<file path="src/voice_gain_pkg.sv">
// Purpose: Shared constants for the voice path digital gain block.
// Assumes: Gain factors are unsigned fixed point with GAIN_FRAC_BITS.
// Notes: Register index times four gives the APB byte address.
package voice_gain_pkg;
   // Register indices and their byte addresses
   localparam logic [7:0] TX_COARSE_IDX = 8'h26;
   localparam logic [7:0] RX_COARSE_IDX = 8'h27;
   localparam logic [7:0] TX_FINE_IDX = 8'h28;
   localparam logic [7:0] RX_FINE_IDX = 8'h29;
   localparam logic [7:0] TX_COARSE_ADDR = {TX_COARSE_IDX[5:0], 2'b00};
   localparam logic [7:0] RX_COARSE_ADDR = {RX_COARSE_IDX[5:0], 2'b00};
   localparam logic [7:0] TX_FINE_ADDR = {TX_FINE_IDX[5:0], 2'b00};
   localparam logic [7:0] RX_FINE_ADDR = {RX_FINE_IDX[5:0], 2'b00};

   // Field layout of each gain register
   localparam int DIR_POS = 4;
   localparam int CFG_W = 5;
   localparam logic [4:0] GAIN_RST = 5'h00;

   // Fixed point format and datapath latency
   localparam int GAIN_W = 18;
   localparam int GAIN_FRAC_BITS = 14;
   localparam int PATH_LATENCY = 2;
   localparam logic [3:0] COARSE_GAIN_LIMIT = 4'hc;

   // Unity, then one entry per dB of coarse gain
   localparam logic [17:0] COARSE_GAIN_TBL [0:12] = '{
      18'd16384, 18'd18383, 18'd20626, 18'd23143, 18'd25967, 18'd29135,
      18'd32690, 18'd36679, 18'd41155, 18'd46176, 18'd51811, 18'd58133,
      18'd65226};
   // Unity, then one entry per dB of coarse attenuation
   localparam logic [17:0] COARSE_ATTEN_TBL [0:15] = '{
      18'd16384, 18'd14602, 18'd13014, 18'd11599, 18'd10338, 18'd9213,
      18'd8211, 18'd7318, 18'd6523, 18'd5813, 18'd5181, 18'd4618,
      18'd4115, 18'd3668, 18'd3269, 18'd2914};
   // Unity, then one entry per 0.1 dB of fine gain
   localparam logic [17:0] FINE_GAIN_TBL [0:15] = '{
      18'd16384, 18'd16574, 18'd16766, 18'd16960, 18'd17156, 18'd17355,
      18'd17556, 18'd17759, 18'd17965, 18'd18173, 18'd18383, 18'd18596,
      18'd18811, 18'd19029, 18'd19250, 18'd19472};
   // Unity, then one entry per 0.1 dB of fine attenuation
   localparam logic [17:0] FINE_ATTEN_TBL [0:15] = '{
      18'd16384, 18'd16196, 18'd16011, 18'd15828, 18'd15647, 18'd15467,
      18'd15290, 18'd15115, 18'd14942, 18'd14771, 18'd14602, 18'd14435,
      18'd14270, 18'd14107, 18'd13945, 18'd13785};
endpackage : voice_gain_pkg

</file>
<file path="src/gain_stage.sv">
// Purpose: One gain or attenuation stage, sample times table factor.
// Assumes: Samples are two's complement, one per valid strobe.
// Notes: One cycle of latency; result rounds and saturates.
module gain_stage
   import voice_gain_pkg::*;
#(
   parameter int DW = 16,
   parameter bit FINE = 1'b0
) (
   input wire logic i_clk,
   input wire logic i_rst_n,
   input wire logic i_valid,
   input wire logic [DW-1:0] i_data,
   input wire logic i_dir,
   input wire logic [3:0] i_code,
   output logic o_valid,
   output logic [DW-1:0] o_data,
   output logic [GAIN_W-1:0] o_factor
);
   localparam int PW = DW + GAIN_W + 1;
   localparam int SW = PW - GAIN_FRAC_BITS;
   localparam logic [PW-1:0] ROUND = PW'(1) << (GAIN_FRAC_BITS - 1);
   localparam logic signed [SW-1:0] MAXV = SW'((1 << (DW - 1)) - 1);
   localparam logic signed [SW-1:0] MINV = -SW'(1 << (DW - 1));

   logic signed [PW-1:0] prod;
   logic signed [SW-1:0] scaled;
   logic [DW-1:0] sat_nxt;

   // Factor lookup; code zero maps to unity in every table
   always_comb begin
      if (FINE && i_dir) begin
         o_factor = FINE_ATTEN_TBL[i_code];
      end else if (FINE) begin
         o_factor = FINE_GAIN_TBL[i_code];
      end else if (i_dir) begin
         o_factor = COARSE_ATTEN_TBL[i_code];
      end else if (i_code[3:2] == 2'b11) begin
         o_factor = COARSE_GAIN_TBL[COARSE_GAIN_LIMIT]; // Gain clamps here
      end else begin
         o_factor = COARSE_GAIN_TBL[i_code];
      end
   end

   // Multiply, round to nearest, then clamp to the sample range
   always_comb begin
      prod = $signed(i_data) * $signed({1'b0, o_factor});
      scaled = SW'((prod + $signed(ROUND)) >>> GAIN_FRAC_BITS);
      if (scaled > MAXV) begin
         sat_nxt = MAXV[DW-1:0];
      end else if (scaled < MINV) begin
         sat_nxt = MINV[DW-1:0];
      end else begin
         sat_nxt = scaled[DW-1:0];
      end
   end

   // Output register; data held between strobes
   always_ff @(posedge i_clk) begin
      if (!i_rst_n) begin
         o_valid <= 1'b0;
         o_data <= '0;
      end else begin
         o_valid <= i_valid;
         if (i_valid) begin
            o_data <= sat_nxt;
         end
      end
   end
endmodule : gain_stage

</file>
<file path="src/voice_path_digital_gain.sv">
// Purpose: Transmit and receive voice path gain, set over APB.
// Assumes: Samples come from logic on I_MCLK; no synchroniser needed.
// Notes: Coarse then fine stage per path, two cycles from in to out.
// Notes: Zero wait state slave; unmapped access answers with PSLVERR.
//
// Decided for this implementation: the APB slave port.

module voice_path_digital_gain
   import voice_gain_pkg::*;
#(
   parameter int DW = 16
) (
   input wire logic I_MCLK,
   input wire logic I_RSTN,
   input wire logic i_PSEL,
   input wire logic i_PENABLE,
   input wire logic i_PWRITE,
   input wire logic [7:0] i_PADDR,
   input wire logic [31:0] i_PWDATA,
   output logic [31:0] o_PRDATA,
   output logic o_PREADY,
   output logic o_PSLVERR,
   input wire logic i_TX_VALID,
   input wire logic [DW-1:0] i_TX_DATA,
   output logic o_TX_VALID,
   output logic [DW-1:0] o_TX_DATA,
   input wire logic i_RX_VALID,
   input wire logic [DW-1:0] i_RX_DATA,
   output logic o_RX_VALID,
   output logic [DW-1:0] o_RX_DATA
);
   logic [CFG_W-1:0] tx_coarse_r;
   logic [CFG_W-1:0] rx_coarse_r;
   logic [CFG_W-1:0] tx_fine_r;
   logic [CFG_W-1:0] rx_fine_r;
   logic [31:0] rdata_nxt;
   logic hit;
   logic setup;
   logic access;
   logic wr_en;
   logic tx_coarse_direction;
   logic [3:0] tx_coarse_code;
   logic rx_coarse_direction;
   logic [3:0] rx_coarse_code;
   logic tx_fine_direction;
   logic [3:0] tx_fine_code;
   logic rx_fine_direction;
   logic [3:0] rx_fine_code;

   // Per path wiring: index 0 transmit, index 1 receive
   logic in_valid [2];
   logic [DW-1:0] in_data [2];
   logic mid_valid [2];
   logic [DW-1:0] mid_data [2];
   logic out_valid [2];
   logic [DW-1:0] out_data [2];
   logic coarse_dir [2];
   logic [3:0] coarse_code [2];
   logic fine_dir [2];
   logic [3:0] fine_code [2];
   logic [GAIN_W-1:0] coarse_factor [2];
   logic [GAIN_W-1:0] fine_factor [2];

   // Field split of the four gain registers
   assign tx_coarse_direction = tx_coarse_r[DIR_POS];
   assign tx_coarse_code = tx_coarse_r[3:0];
   assign rx_coarse_direction = rx_coarse_r[DIR_POS];
   assign rx_coarse_code = rx_coarse_r[3:0];
   assign tx_fine_direction = tx_fine_r[DIR_POS];
   assign tx_fine_code = tx_fine_r[3:0];
   assign rx_fine_direction = rx_fine_r[DIR_POS];
   assign rx_fine_code = rx_fine_r[3:0];

   // APB phase decode
   assign setup = i_PSEL && !i_PENABLE;
   assign access = i_PSEL && i_PENABLE;
   assign hit = (i_PADDR == TX_COARSE_ADDR) || (i_PADDR == RX_COARSE_ADDR)
      || (i_PADDR == TX_FINE_ADDR) || (i_PADDR == RX_FINE_ADDR);
   assign wr_en = access && i_PWRITE && hit;

   // Zero wait states keep the master's hold time to one access cycle
   assign o_PREADY = 1'b1;
   assign o_PSLVERR = access && !hit;

   // Gain register writes; only the low five bits are stored
   always_ff @(posedge I_MCLK) begin
      if (!I_RSTN) begin
         tx_coarse_r <= GAIN_RST;
         rx_coarse_r <= GAIN_RST;
         tx_fine_r <= GAIN_RST;
         rx_fine_r <= GAIN_RST;
      end else if (wr_en) begin
         case (i_PADDR)
            TX_COARSE_ADDR: tx_coarse_r <= i_PWDATA[CFG_W-1:0];
            RX_COARSE_ADDR: rx_coarse_r <= i_PWDATA[CFG_W-1:0];
            TX_FINE_ADDR: tx_fine_r <= i_PWDATA[CFG_W-1:0];
            RX_FINE_ADDR: rx_fine_r <= i_PWDATA[CFG_W-1:0];
            default: begin
            end
         endcase
      end
   end

   // Read mux; reserved bits and unmapped addresses read zero
   always_comb begin
      rdata_nxt = 32'h0000_0000;
      case (i_PADDR)
         TX_COARSE_ADDR: rdata_nxt[CFG_W-1:0] = tx_coarse_r;
         RX_COARSE_ADDR: rdata_nxt[CFG_W-1:0] = rx_coarse_r;
         TX_FINE_ADDR: rdata_nxt[CFG_W-1:0] = tx_fine_r;
         RX_FINE_ADDR: rdata_nxt[CFG_W-1:0] = rx_fine_r;
         default: rdata_nxt = 32'h0000_0000;
      endcase
   end

   // Read data captured in setup so it stands through the access cycle
   always_ff @(posedge I_MCLK) begin
      if (!I_RSTN) begin
         o_PRDATA <= 32'h0000_0000;
      end else if (setup && !i_PWRITE) begin
         o_PRDATA <= rdata_nxt;
      end
   end

   // Path inputs and settings, gathered for the generate loop
   assign in_valid[0] = i_TX_VALID;
   assign in_data[0] = i_TX_DATA;
   assign in_valid[1] = i_RX_VALID;
   assign in_data[1] = i_RX_DATA;
   assign coarse_dir[0] = tx_coarse_direction;
   assign coarse_code[0] = tx_coarse_code;
   assign coarse_dir[1] = rx_coarse_direction;
   assign coarse_code[1] = rx_coarse_code;
   assign fine_dir[0] = tx_fine_direction;
   assign fine_code[0] = tx_fine_code;
   assign fine_dir[1] = rx_fine_direction;
   assign fine_code[1] = rx_fine_code;

   // Coarse stage feeds fine stage, so the two dB settings add
   for (genvar p = 0; p < 2; p++) begin : g_path
      gain_stage #(.DW(DW), .FINE(1'b0)) u_coarse (
         .i_clk(I_MCLK),
         .i_rst_n(I_RSTN),
         .i_valid(in_valid[p]),
         .i_data(in_data[p]),
         .i_dir(coarse_dir[p]),
         .i_code(coarse_code[p]),
         .o_valid(mid_valid[p]),
         .o_data(mid_data[p]),
         .o_factor(coarse_factor[p])
      );
      gain_stage #(.DW(DW), .FINE(1'b1)) u_fine (
         .i_clk(I_MCLK),
         .i_rst_n(I_RSTN),
         .i_valid(mid_valid[p]),
         .i_data(mid_data[p]),
         .i_dir(fine_dir[p]),
         .i_code(fine_code[p]),
         .o_valid(out_valid[p]),
         .o_data(out_data[p]),
         .o_factor(fine_factor[p])
      );
   end

   // Path outputs come straight from the fine stage registers
   assign o_TX_VALID = out_valid[0];
   assign o_TX_DATA = out_data[0];
   assign o_RX_VALID = out_valid[1];
   assign o_RX_DATA = out_data[1];

   // Transmit coarse gain rises with the code in gain mode, except between 11xx codes, which hold the 12 dB clamp
   property p_tx_coarse_gain_up;
      @(posedge I_MCLK) disable iff (!I_RSTN)
      (!tx_coarse_direction && !$past(tx_coarse_direction)
         && tx_coarse_code > $past(tx_coarse_code))
      |-> coarse_factor[0] > $past(coarse_factor[0])
         || tx_coarse_code[3:2] == 2'b11;
   endproperty
   a_tx_coarse_gain_up: assert property (p_tx_coarse_gain_up)
      else $error("tx coarse gain did not rise with code");

   // Transmit coarse attenuation deepens with the code
   property p_tx_coarse_atten_up;
      @(posedge I_MCLK) disable iff (!I_RSTN)
      (tx_coarse_direction && $past(tx_coarse_direction)
         && tx_coarse_code > $past(tx_coarse_code))
      |-> coarse_factor[0] < $past(coarse_factor[0]);
   endproperty
   a_tx_coarse_atten_up: assert property (p_tx_coarse_atten_up)
      else $error("tx coarse attenuation did not deepen with code");

   // Gain codes 11xx all land on the 12 dB factor
   property p_tx_coarse_clamp;
      @(posedge I_MCLK) disable iff (!I_RSTN)
      (!tx_coarse_direction && tx_coarse_code[3:2] == 2'b11)
      |-> coarse_factor[0] == 18'd65226;
   endproperty
   a_tx_coarse_clamp: assert property (p_tx_coarse_clamp)
      else $error("tx coarse 11xx is not 12 dB");

   // Attenuation end points: 1 dB at 0001, 15 dB at 1111
   property p_tx_coarse_atten_ends;
      @(posedge I_MCLK) disable iff (!I_RSTN)
      tx_coarse_direction
      |-> (tx_coarse_code != 4'hf || coarse_factor[0] == 18'd2914)
         && (tx_coarse_code != 4'h1 || coarse_factor[0] == 18'd14602);
   endproperty
   a_tx_coarse_atten_ends: assert property (p_tx_coarse_atten_ends)
      else $error("tx coarse attenuation end point wrong");

   // Zero codes pass samples through unchanged after two cycles
   property p_tx_unity;
      @(posedge I_MCLK) disable iff (!I_RSTN)
      (i_TX_VALID && !wr_en && tx_coarse_code == 4'h0
         && tx_fine_code == 4'h0) ##1 !wr_en
      |=> o_TX_VALID && o_TX_DATA == $past(i_TX_DATA, 2);
   endproperty
   a_tx_unity: assert property (p_tx_unity)
      else $error("zero code did not give 0 dB");

   // Receive coarse factor follows code and direction
   property p_rx_coarse_steps;
      @(posedge I_MCLK) disable iff (!I_RSTN)
      ({1'b0, rx_coarse_code} == {1'b0, $past(rx_coarse_code)} + 5'h01
         && rx_coarse_direction == $past(rx_coarse_direction))
      |-> (rx_coarse_direction
            ? coarse_factor[1] < $past(coarse_factor[1])
            : (coarse_factor[1] > $past(coarse_factor[1])
               || rx_coarse_code[3:2] == 2'b11));
   endproperty
   a_rx_coarse_steps: assert property (p_rx_coarse_steps)
      else $error("rx coarse step went the wrong way");

   // Receive coarse limits and 11xx clamp
   property p_rx_coarse_limits;
      @(posedge I_MCLK) disable iff (!I_RSTN)
      (rx_coarse_code[3:2] == 2'b11)
      |-> coarse_factor[1] == (rx_coarse_direction
         ? COARSE_ATTEN_TBL[rx_coarse_code] : 18'd65226);
   endproperty
   a_rx_coarse_limits: assert property (p_rx_coarse_limits)
      else $error("rx coarse limit factor wrong");

   // Transmit fine stage: 0.1 dB table, 1.5 dB at full code
   property p_tx_fine;
      @(posedge I_MCLK) disable iff (!I_RSTN)
      (tx_fine_code == 4'hf)
      |-> fine_factor[0] == (tx_fine_direction ? 18'd13785 : 18'd19472);
   endproperty
   a_tx_fine: assert property (p_tx_fine)
      else $error("tx fine full scale factor wrong");

   // Receive fine stage takes one 0.1 dB table step at code 0001, either direction
   property p_rx_fine;
      @(posedge I_MCLK) disable iff (!I_RSTN)
      (rx_fine_code == 4'h1)
      |-> fine_factor[1] == (rx_fine_direction ? 18'd16196 : 18'd16574);
   endproperty
   a_rx_fine: assert property (p_rx_fine)
      else $error("rx fine 0.1 dB factor wrong");

   // Both stages in line: a sample emerges exactly two cycles later
   property p_cascade_latency;
      @(posedge I_MCLK) disable iff (!I_RSTN)
      i_RX_VALID |-> ##1 !o_RX_VALID || $past(i_RX_VALID, 2) ##1 o_RX_VALID;
   endproperty
   a_cascade_latency: assert property (p_cascade_latency)
      else $error("rx sample did not emerge after two cycles");

   // Reads of gain registers never show the upper bits
   property p_reserved_zero;
      @(posedge I_MCLK) disable iff (!I_RSTN)
      (setup && !i_PWRITE && hit) |=> o_PRDATA[31:CFG_W] == '0;
   endproperty
   a_reserved_zero: assert property (p_reserved_zero)
      else $error("reserved gain bits read nonzero");

   // Transmit samples also emerge exactly two cycles later
   property p_tx_latency;
      @(posedge I_MCLK) disable iff (!I_RSTN)
      i_TX_VALID |-> ##1 !o_TX_VALID || $past(i_TX_VALID, 2) ##1 o_TX_VALID;
   endproperty
   a_tx_latency: assert property (p_tx_latency)
      else $error("tx sample did not emerge after two cycles");

   // No result strobe without a sample two cycles before it
   property p_no_stray_valid;
      @(posedge I_MCLK) disable iff (!I_RSTN)
      (o_TX_VALID || o_RX_VALID)
      |-> (!o_TX_VALID || $past(i_TX_VALID, 2))
         && (!o_RX_VALID || $past(i_RX_VALID, 2));
   endproperty
   a_no_stray_valid: assert property (p_no_stray_valid)
      else $error("result strobe without a sample");

   // Zero receive codes pass samples through unchanged
   property p_rx_unity;
      @(posedge I_MCLK) disable iff (!I_RSTN)
      (i_RX_VALID && !wr_en && rx_coarse_code == 4'h0
         && rx_fine_code == 4'h0) ##1 !wr_en
      |=> o_RX_VALID && o_RX_DATA == $past(i_RX_DATA, 2);
   endproperty
   a_rx_unity: assert property (p_rx_unity)
      else $error("zero rx code did not give 0 dB");

   // Unmapped writes leave every gain register alone
   property p_unmapped_write;
      @(posedge I_MCLK) disable iff (!I_RSTN)
      (access && i_PWRITE && !hit)
      |=> $stable(tx_coarse_r) && $stable(rx_coarse_r)
         && $stable(tx_fine_r) && $stable(rx_fine_r);
   endproperty
   a_unmapped_write: assert property (p_unmapped_write)
      else $error("unmapped write changed a gain register");

   // A transmit fine write keeps only the five low data bits
   property p_write_lands;
      @(posedge I_MCLK) disable iff (!I_RSTN)
      (wr_en && i_PADDR == TX_FINE_ADDR)
      |=> tx_fine_r == $past(i_PWDATA[CFG_W-1:0]);
   endproperty
   a_write_lands: assert property (p_write_lands)
      else $error("tx fine write did not land");

   // Receive fine stage reaches 1.5 dB at full code
   property p_rx_fine_full;
      @(posedge I_MCLK) disable iff (!I_RSTN)
      (rx_fine_code == 4'hf)
      |-> fine_factor[1] == (rx_fine_direction ? 18'd13785 : 18'd19472);
   endproperty
   a_rx_fine_full: assert property (p_rx_fine_full)
      else $error("rx fine full scale factor wrong");
endmodule : voice_path_digital_gain

</file>
<file path="config.mk">
export PLATFORM = sky130hd
export DESIGN_NAME = voice_path_digital_gain
export DESIGN_NICKNAME = d
export VERILOG_FILES = /design/src/voice_gain_pkg.sv /design/src/gain_stage.sv /design/src/voice_path_digital_gain.sv
export SDC_FILE = /design/constraint.sdc
export NUM_CORES = 2
export LEC_CHECK = 0
export BUFFER_PORTS_ARGS = -buffer_cell sky130_fd_sc_hd__buf_4
export CORE_ASPECT_RATIO = 0.75
export CORE_MARGIN = 3
export CORE_UTILIZATION = 35
export CTS_BUF_LIST = sky130_fd_sc_hd__clkbuf_8
export CTS_CLUSTER_DIAMETER = 80
export CTS_CLUSTER_SIZE = 10
export DETAILED_ROUTE_END_ITERATION = 16
export PLACE_DENSITY_LB_ADDON = 0.05
export REMOVE_ABC_BUFFERS = 1
export SLEW_MARGIN = 40
export SYNTH_ARGS = -nofsm -noshare
export SYNTH_HDL_FRONTEND = slang
export SYNTH_SLANG_ARGS = --single-unit
</file>
<file path="constraint.sdc">
create_clock -name I_MCLK -period 9.46 [get_ports I_MCLK]
set_input_delay 0.946 -clock I_MCLK [delete_from_list [all_inputs] [get_ports I_MCLK]]
set_output_delay 0.946 -clock I_MCLK [all_outputs]
set_load 0.02 [all_outputs]
</file>
==> summary.txt <==
Finish
  – Nets: 6,160
  – Synth-to-layout area growth: 6.402%
  – Share of cells above drive strength 1: 0.06175

Synthesis
  – Mapped Area: 41,060 µm²
  – Synth cell types: 101
  – Largest area contributor in the netlist: fa_1
  – Top post-synthesis cells by area: fa_1 (36%), ha_1 (16%), inv_1 (8.8%), and2_1 (6.9%), nand2_1 (5.3%)
  – Synth top area share: 0.3637
  – Synthesized flop and latch total: 93
  – Synth Area per Inst: 8.497 µm²
  – Syn Inst Count: between 4,000 and 5,000
  – Post-synth EDFFs: 0
  – Synth Flop Type: dfxtp_1
  – Post-synthesis sequential area ratio: 0.04534
  – Yosys Warn Count: 0
  – Synth async-reset ratio: 0

Routing
  – WL per Instance: 18.72 µm
  – Met3 routed WL: around 4800 µm
  – Routed met2 length: roughly 46,000 µm
  – Post-route ant nets: 0
  – Routed wire length: 119,000 µm
  – Pre-Repair DR Iteration Count: 7
  – Vias/cell: 4.857
  – Met1 WL: 67,690 µm
  – Top sig layer: met5
  – Vias post-DR: 30,880
  – Iteration-0 DRC Markers: 1,608
  – Post-route DRC: 0

Setup path
  – Required @ worst endpoint: 9.84 ns
  – CP most frequent cell: fa_1
  – Setup crit end kind: flop
  – CP max stage delay: 0.70 ns
  – Startpoint Class: flop
  – Crit path DAT: ~9.2 ns
  – Slowest cell on crit path: mux4_2
  – Worst-path fanout max: 16
  – Crit Path Class: flop to flop

Hold path
  – Worst min-delay path class: flop to flop

Power and ir drop
  – Clock power frac: 0.182
  – Cell Pwr Density: roughly 38 nW/µm²
  – Leak: 22.28 nW
  – P_int: 0.8802 mW
  – Net Sw Frac: 0.4678
  – Register share of total power: 0.295
  – Part of the power in combinational logic: 0.523
  – Switch Pwr: 0.7736 mW
  – Maximum VDD drop: 0.00006036 V
  – Total power draw: 1.654 mW

CTS
  – Clock sinks: 93
  – CTS root buf: clkbuf_8
  – Total CTS buffers: 9
  – Hold_buf cts: 0
  – Post-CTS setup buffer count: 0
  – CTS H-tree depth: 3
  – Clock slew at reported path FFs: 0.10 ns
  – Clk buf depth: 2
  – CTS resizes: 0
  – Clk Latency, worst-skew pair: approximately 0.45 ns
  – CTS tree: built

Die
  – Number of cell rows: 108
  – Top Ports: 147
  – Core area: 116,100 µm²
  – Die Width: 401.5 µm
  – Initial Util: 0.3537
  – Die Area: 121,500 µm²
  – Die height: approximately 300 µm

Timing
  – Setup TNS: 0 ns
  – Final Critical Period: around 8.8 ns
  – Least-Margin Pin Slew: roughly 0.84 ns
  – Slew HR: 0.4393
  – Max Fclk: 113.3 MHz
  – Final-report hold violation count: 0
  – Slew Viols, Final: 0
  – RSZ-0062 raised after global routing: false
  – Crit share post-route: 0.9333
  – Skew final: between 0.009 and 0.01 ns
  – Final setup violation count: 0

Placement
  – Routability Congestion: 0.8197
  – Port bufs: 91
  – HPWL Detailed: 96,070 µm

Outcome
  – Status: completed

Global route
  – First-pass GRT wire length: roughly 190,000 µm
  – Initial antenna violation count: 11
  – Gr usage total: 0.1996
  – Vias in the first global route: 32,160
  – GRT overflow: 0
  – Largest net degree at the start of global routing: 58

Run
  – Max Cap Viol: 0
per-stage QoR:
stage / std cells / util / area (µm²) / hold slack, ns / setup slack [ns]
5_1_grt: 6353 / 0.3763 / 43680 / 0.5264 / 0.05103
3_5_place_dp: 6334 / 0.3745 / 43470 / 0.4732 / 0.6857
2_1_floorplan: 4597 / - / 39960 / 0.5545 / 0.8369
4_1_cts: 6350 / 0.3762 / 43670 / 0.4907 / 0.6315
6_report: 6357 / 0.3764 / 43690 / 0.4864 / 0.6308
3_3_place_gp: 6333 / 0.3741 / 43420 / 0.4721 / 0.6494
Yosys cell counts (8+ instances only):
library cell / instances
a211oi_1: 29
a21o_1: 70
a21oi_1: 187
a21oi_2: 10
a31oi_1: 21
and2_1: 453
and3_1: 11
and4_1: 8
buf_1: 13
buf_2: 16
buf_4: 31
clkbuf_1: 194
dfxtp_1: 93
fa_1: 746
ha_1: 530
inv_1: 958
mux2i_1: 40
mux4_2: 8
nand2_1: 578
nand2b_1: 55
nand3_1: 45
nand4_1: 20
nor2_1: 137
nor2b_1: 54
nor3_1: 28
o211ai_1: 16
o21a_1: 16
o21ai_0: 162
o22ai_1: 24
o31ai_1: 11
or2_2: 19
or3_1: 9
xnor2_1: 39
xor2_1: 33
logic make-up after synthesis:
logic type,share of synthesized area
compound gates,0.1055
xor+xnor,0.01536
fa+ha+maj,0.5255
buf+inv,0.1171
flops,0.04534
mux,0.01496
other cells,0.0001829
simple gates,0.1761
critical path: cells and delay by family, from the launching register on:
family | cells | cell delay (ns)
AO/OA/AOI/OAI | 9 | 2.45
XOR/XNOR | 1 | 0.19
adder cells (fa/ha/maj) | 8 | 3.77
buffers and inverters | 5 | 0.57
flip-flops | 1 | 0.51
multiplexers | 1 | 0.70
AND/OR/NAND/NOR | 4 | 0.56
sequential cells by signal (all words and copies together) (netlist names):
name                     cells
g_path.u_coarse.o_data      32
g_path.u_coarse.o_valid      2
g_path.u_fine.o_data        32
g_path.u_fine.o_valid        2
o_PRDATA                     5
rx_coarse_r                  5
rx_fine_r                    5
tx_coarse_r                  5
tx_fine_r                    5
cell type report:
class	count	area, µm²
fillers	12200	72390
multi-input cells	3543	34580
inverters	961	3607
well taps	1540	1927
flip-flops and latches	93	1864
repair buffers	197	1495
clock buffers	9	123.9
clock inverters	7	72.57
diodes	7	17.52
cell usage in the layout (no fill, tap or decap), types with 9 or more instances in the layout:
master    synthesis  final
buf_4            31    195
inv_1           958    959
nor2_1          137    137
o31ai_1          11      9
nand3_1          45     45
a21oi_2          10     12
o21a_1           16     16
and3_1           11     11
or2_2            19     19
xnor2_1          39     39
conb_1            2     28
nand2b_1         55     55
a31oi_1          21     20
nor3_1           28     28
ha_1            530    530
or3_1             9      9
nor2b_1          54     54
a21o_1           70     70
a211oi_1         29     29
nand4_1          20     20
mux2i_1          40     40
fa_1            746    746
clkbuf_8          0      9
o21ai_1           6     14
o22ai_1          24     24
xor2_1           33     33
o211ai_1         16     16
dfxtp_1          93     91
o21ai_2           4      9
a21oi_1         187    184
and2_1          453    453
nand2_1         578    578
o21ai_0         162    148
final timing paths:
path	start	endpoint	slack [ns]	cells past startpoint
setup / recovery	tx_fine_r[1]	g_path[0].u_fine.o_data[9]	0.63	28
hold / removal	g_path[1].u_fine.o_data[15]	g_path[1].u_fine.o_data[15]	0.49	2
setup reg to reg	tx_fine_r[1]	g_path[0].u_fine.o_data[9]	0.63	28
hold reg to reg	g_path[1].u_fine.o_data[15]	g_path[1].u_fine.o_data[15]	0.49	2
power groups by stage:
stage	combinational (mW)	sequential (mW)	clock [mW]
6_report	0.866	0.488	0.300
5_1_grt	0.988	0.494	0.334
4_1_cts	0.875	0.488	0.322
3_5_place_dp	0.867	0.496	0
3_3_place_gp	0.867	0.497	0
2_1_floorplan	0.543	0.485	0
routing by layer:
layer  global-route usage  up-vias
li1                     -    14970
met1               0.3338    15370
met2               0.2749      494
met3              0.02423       41
met4              0.02102        6
met5                    0        -
Power figures use the tool's default switching activity.
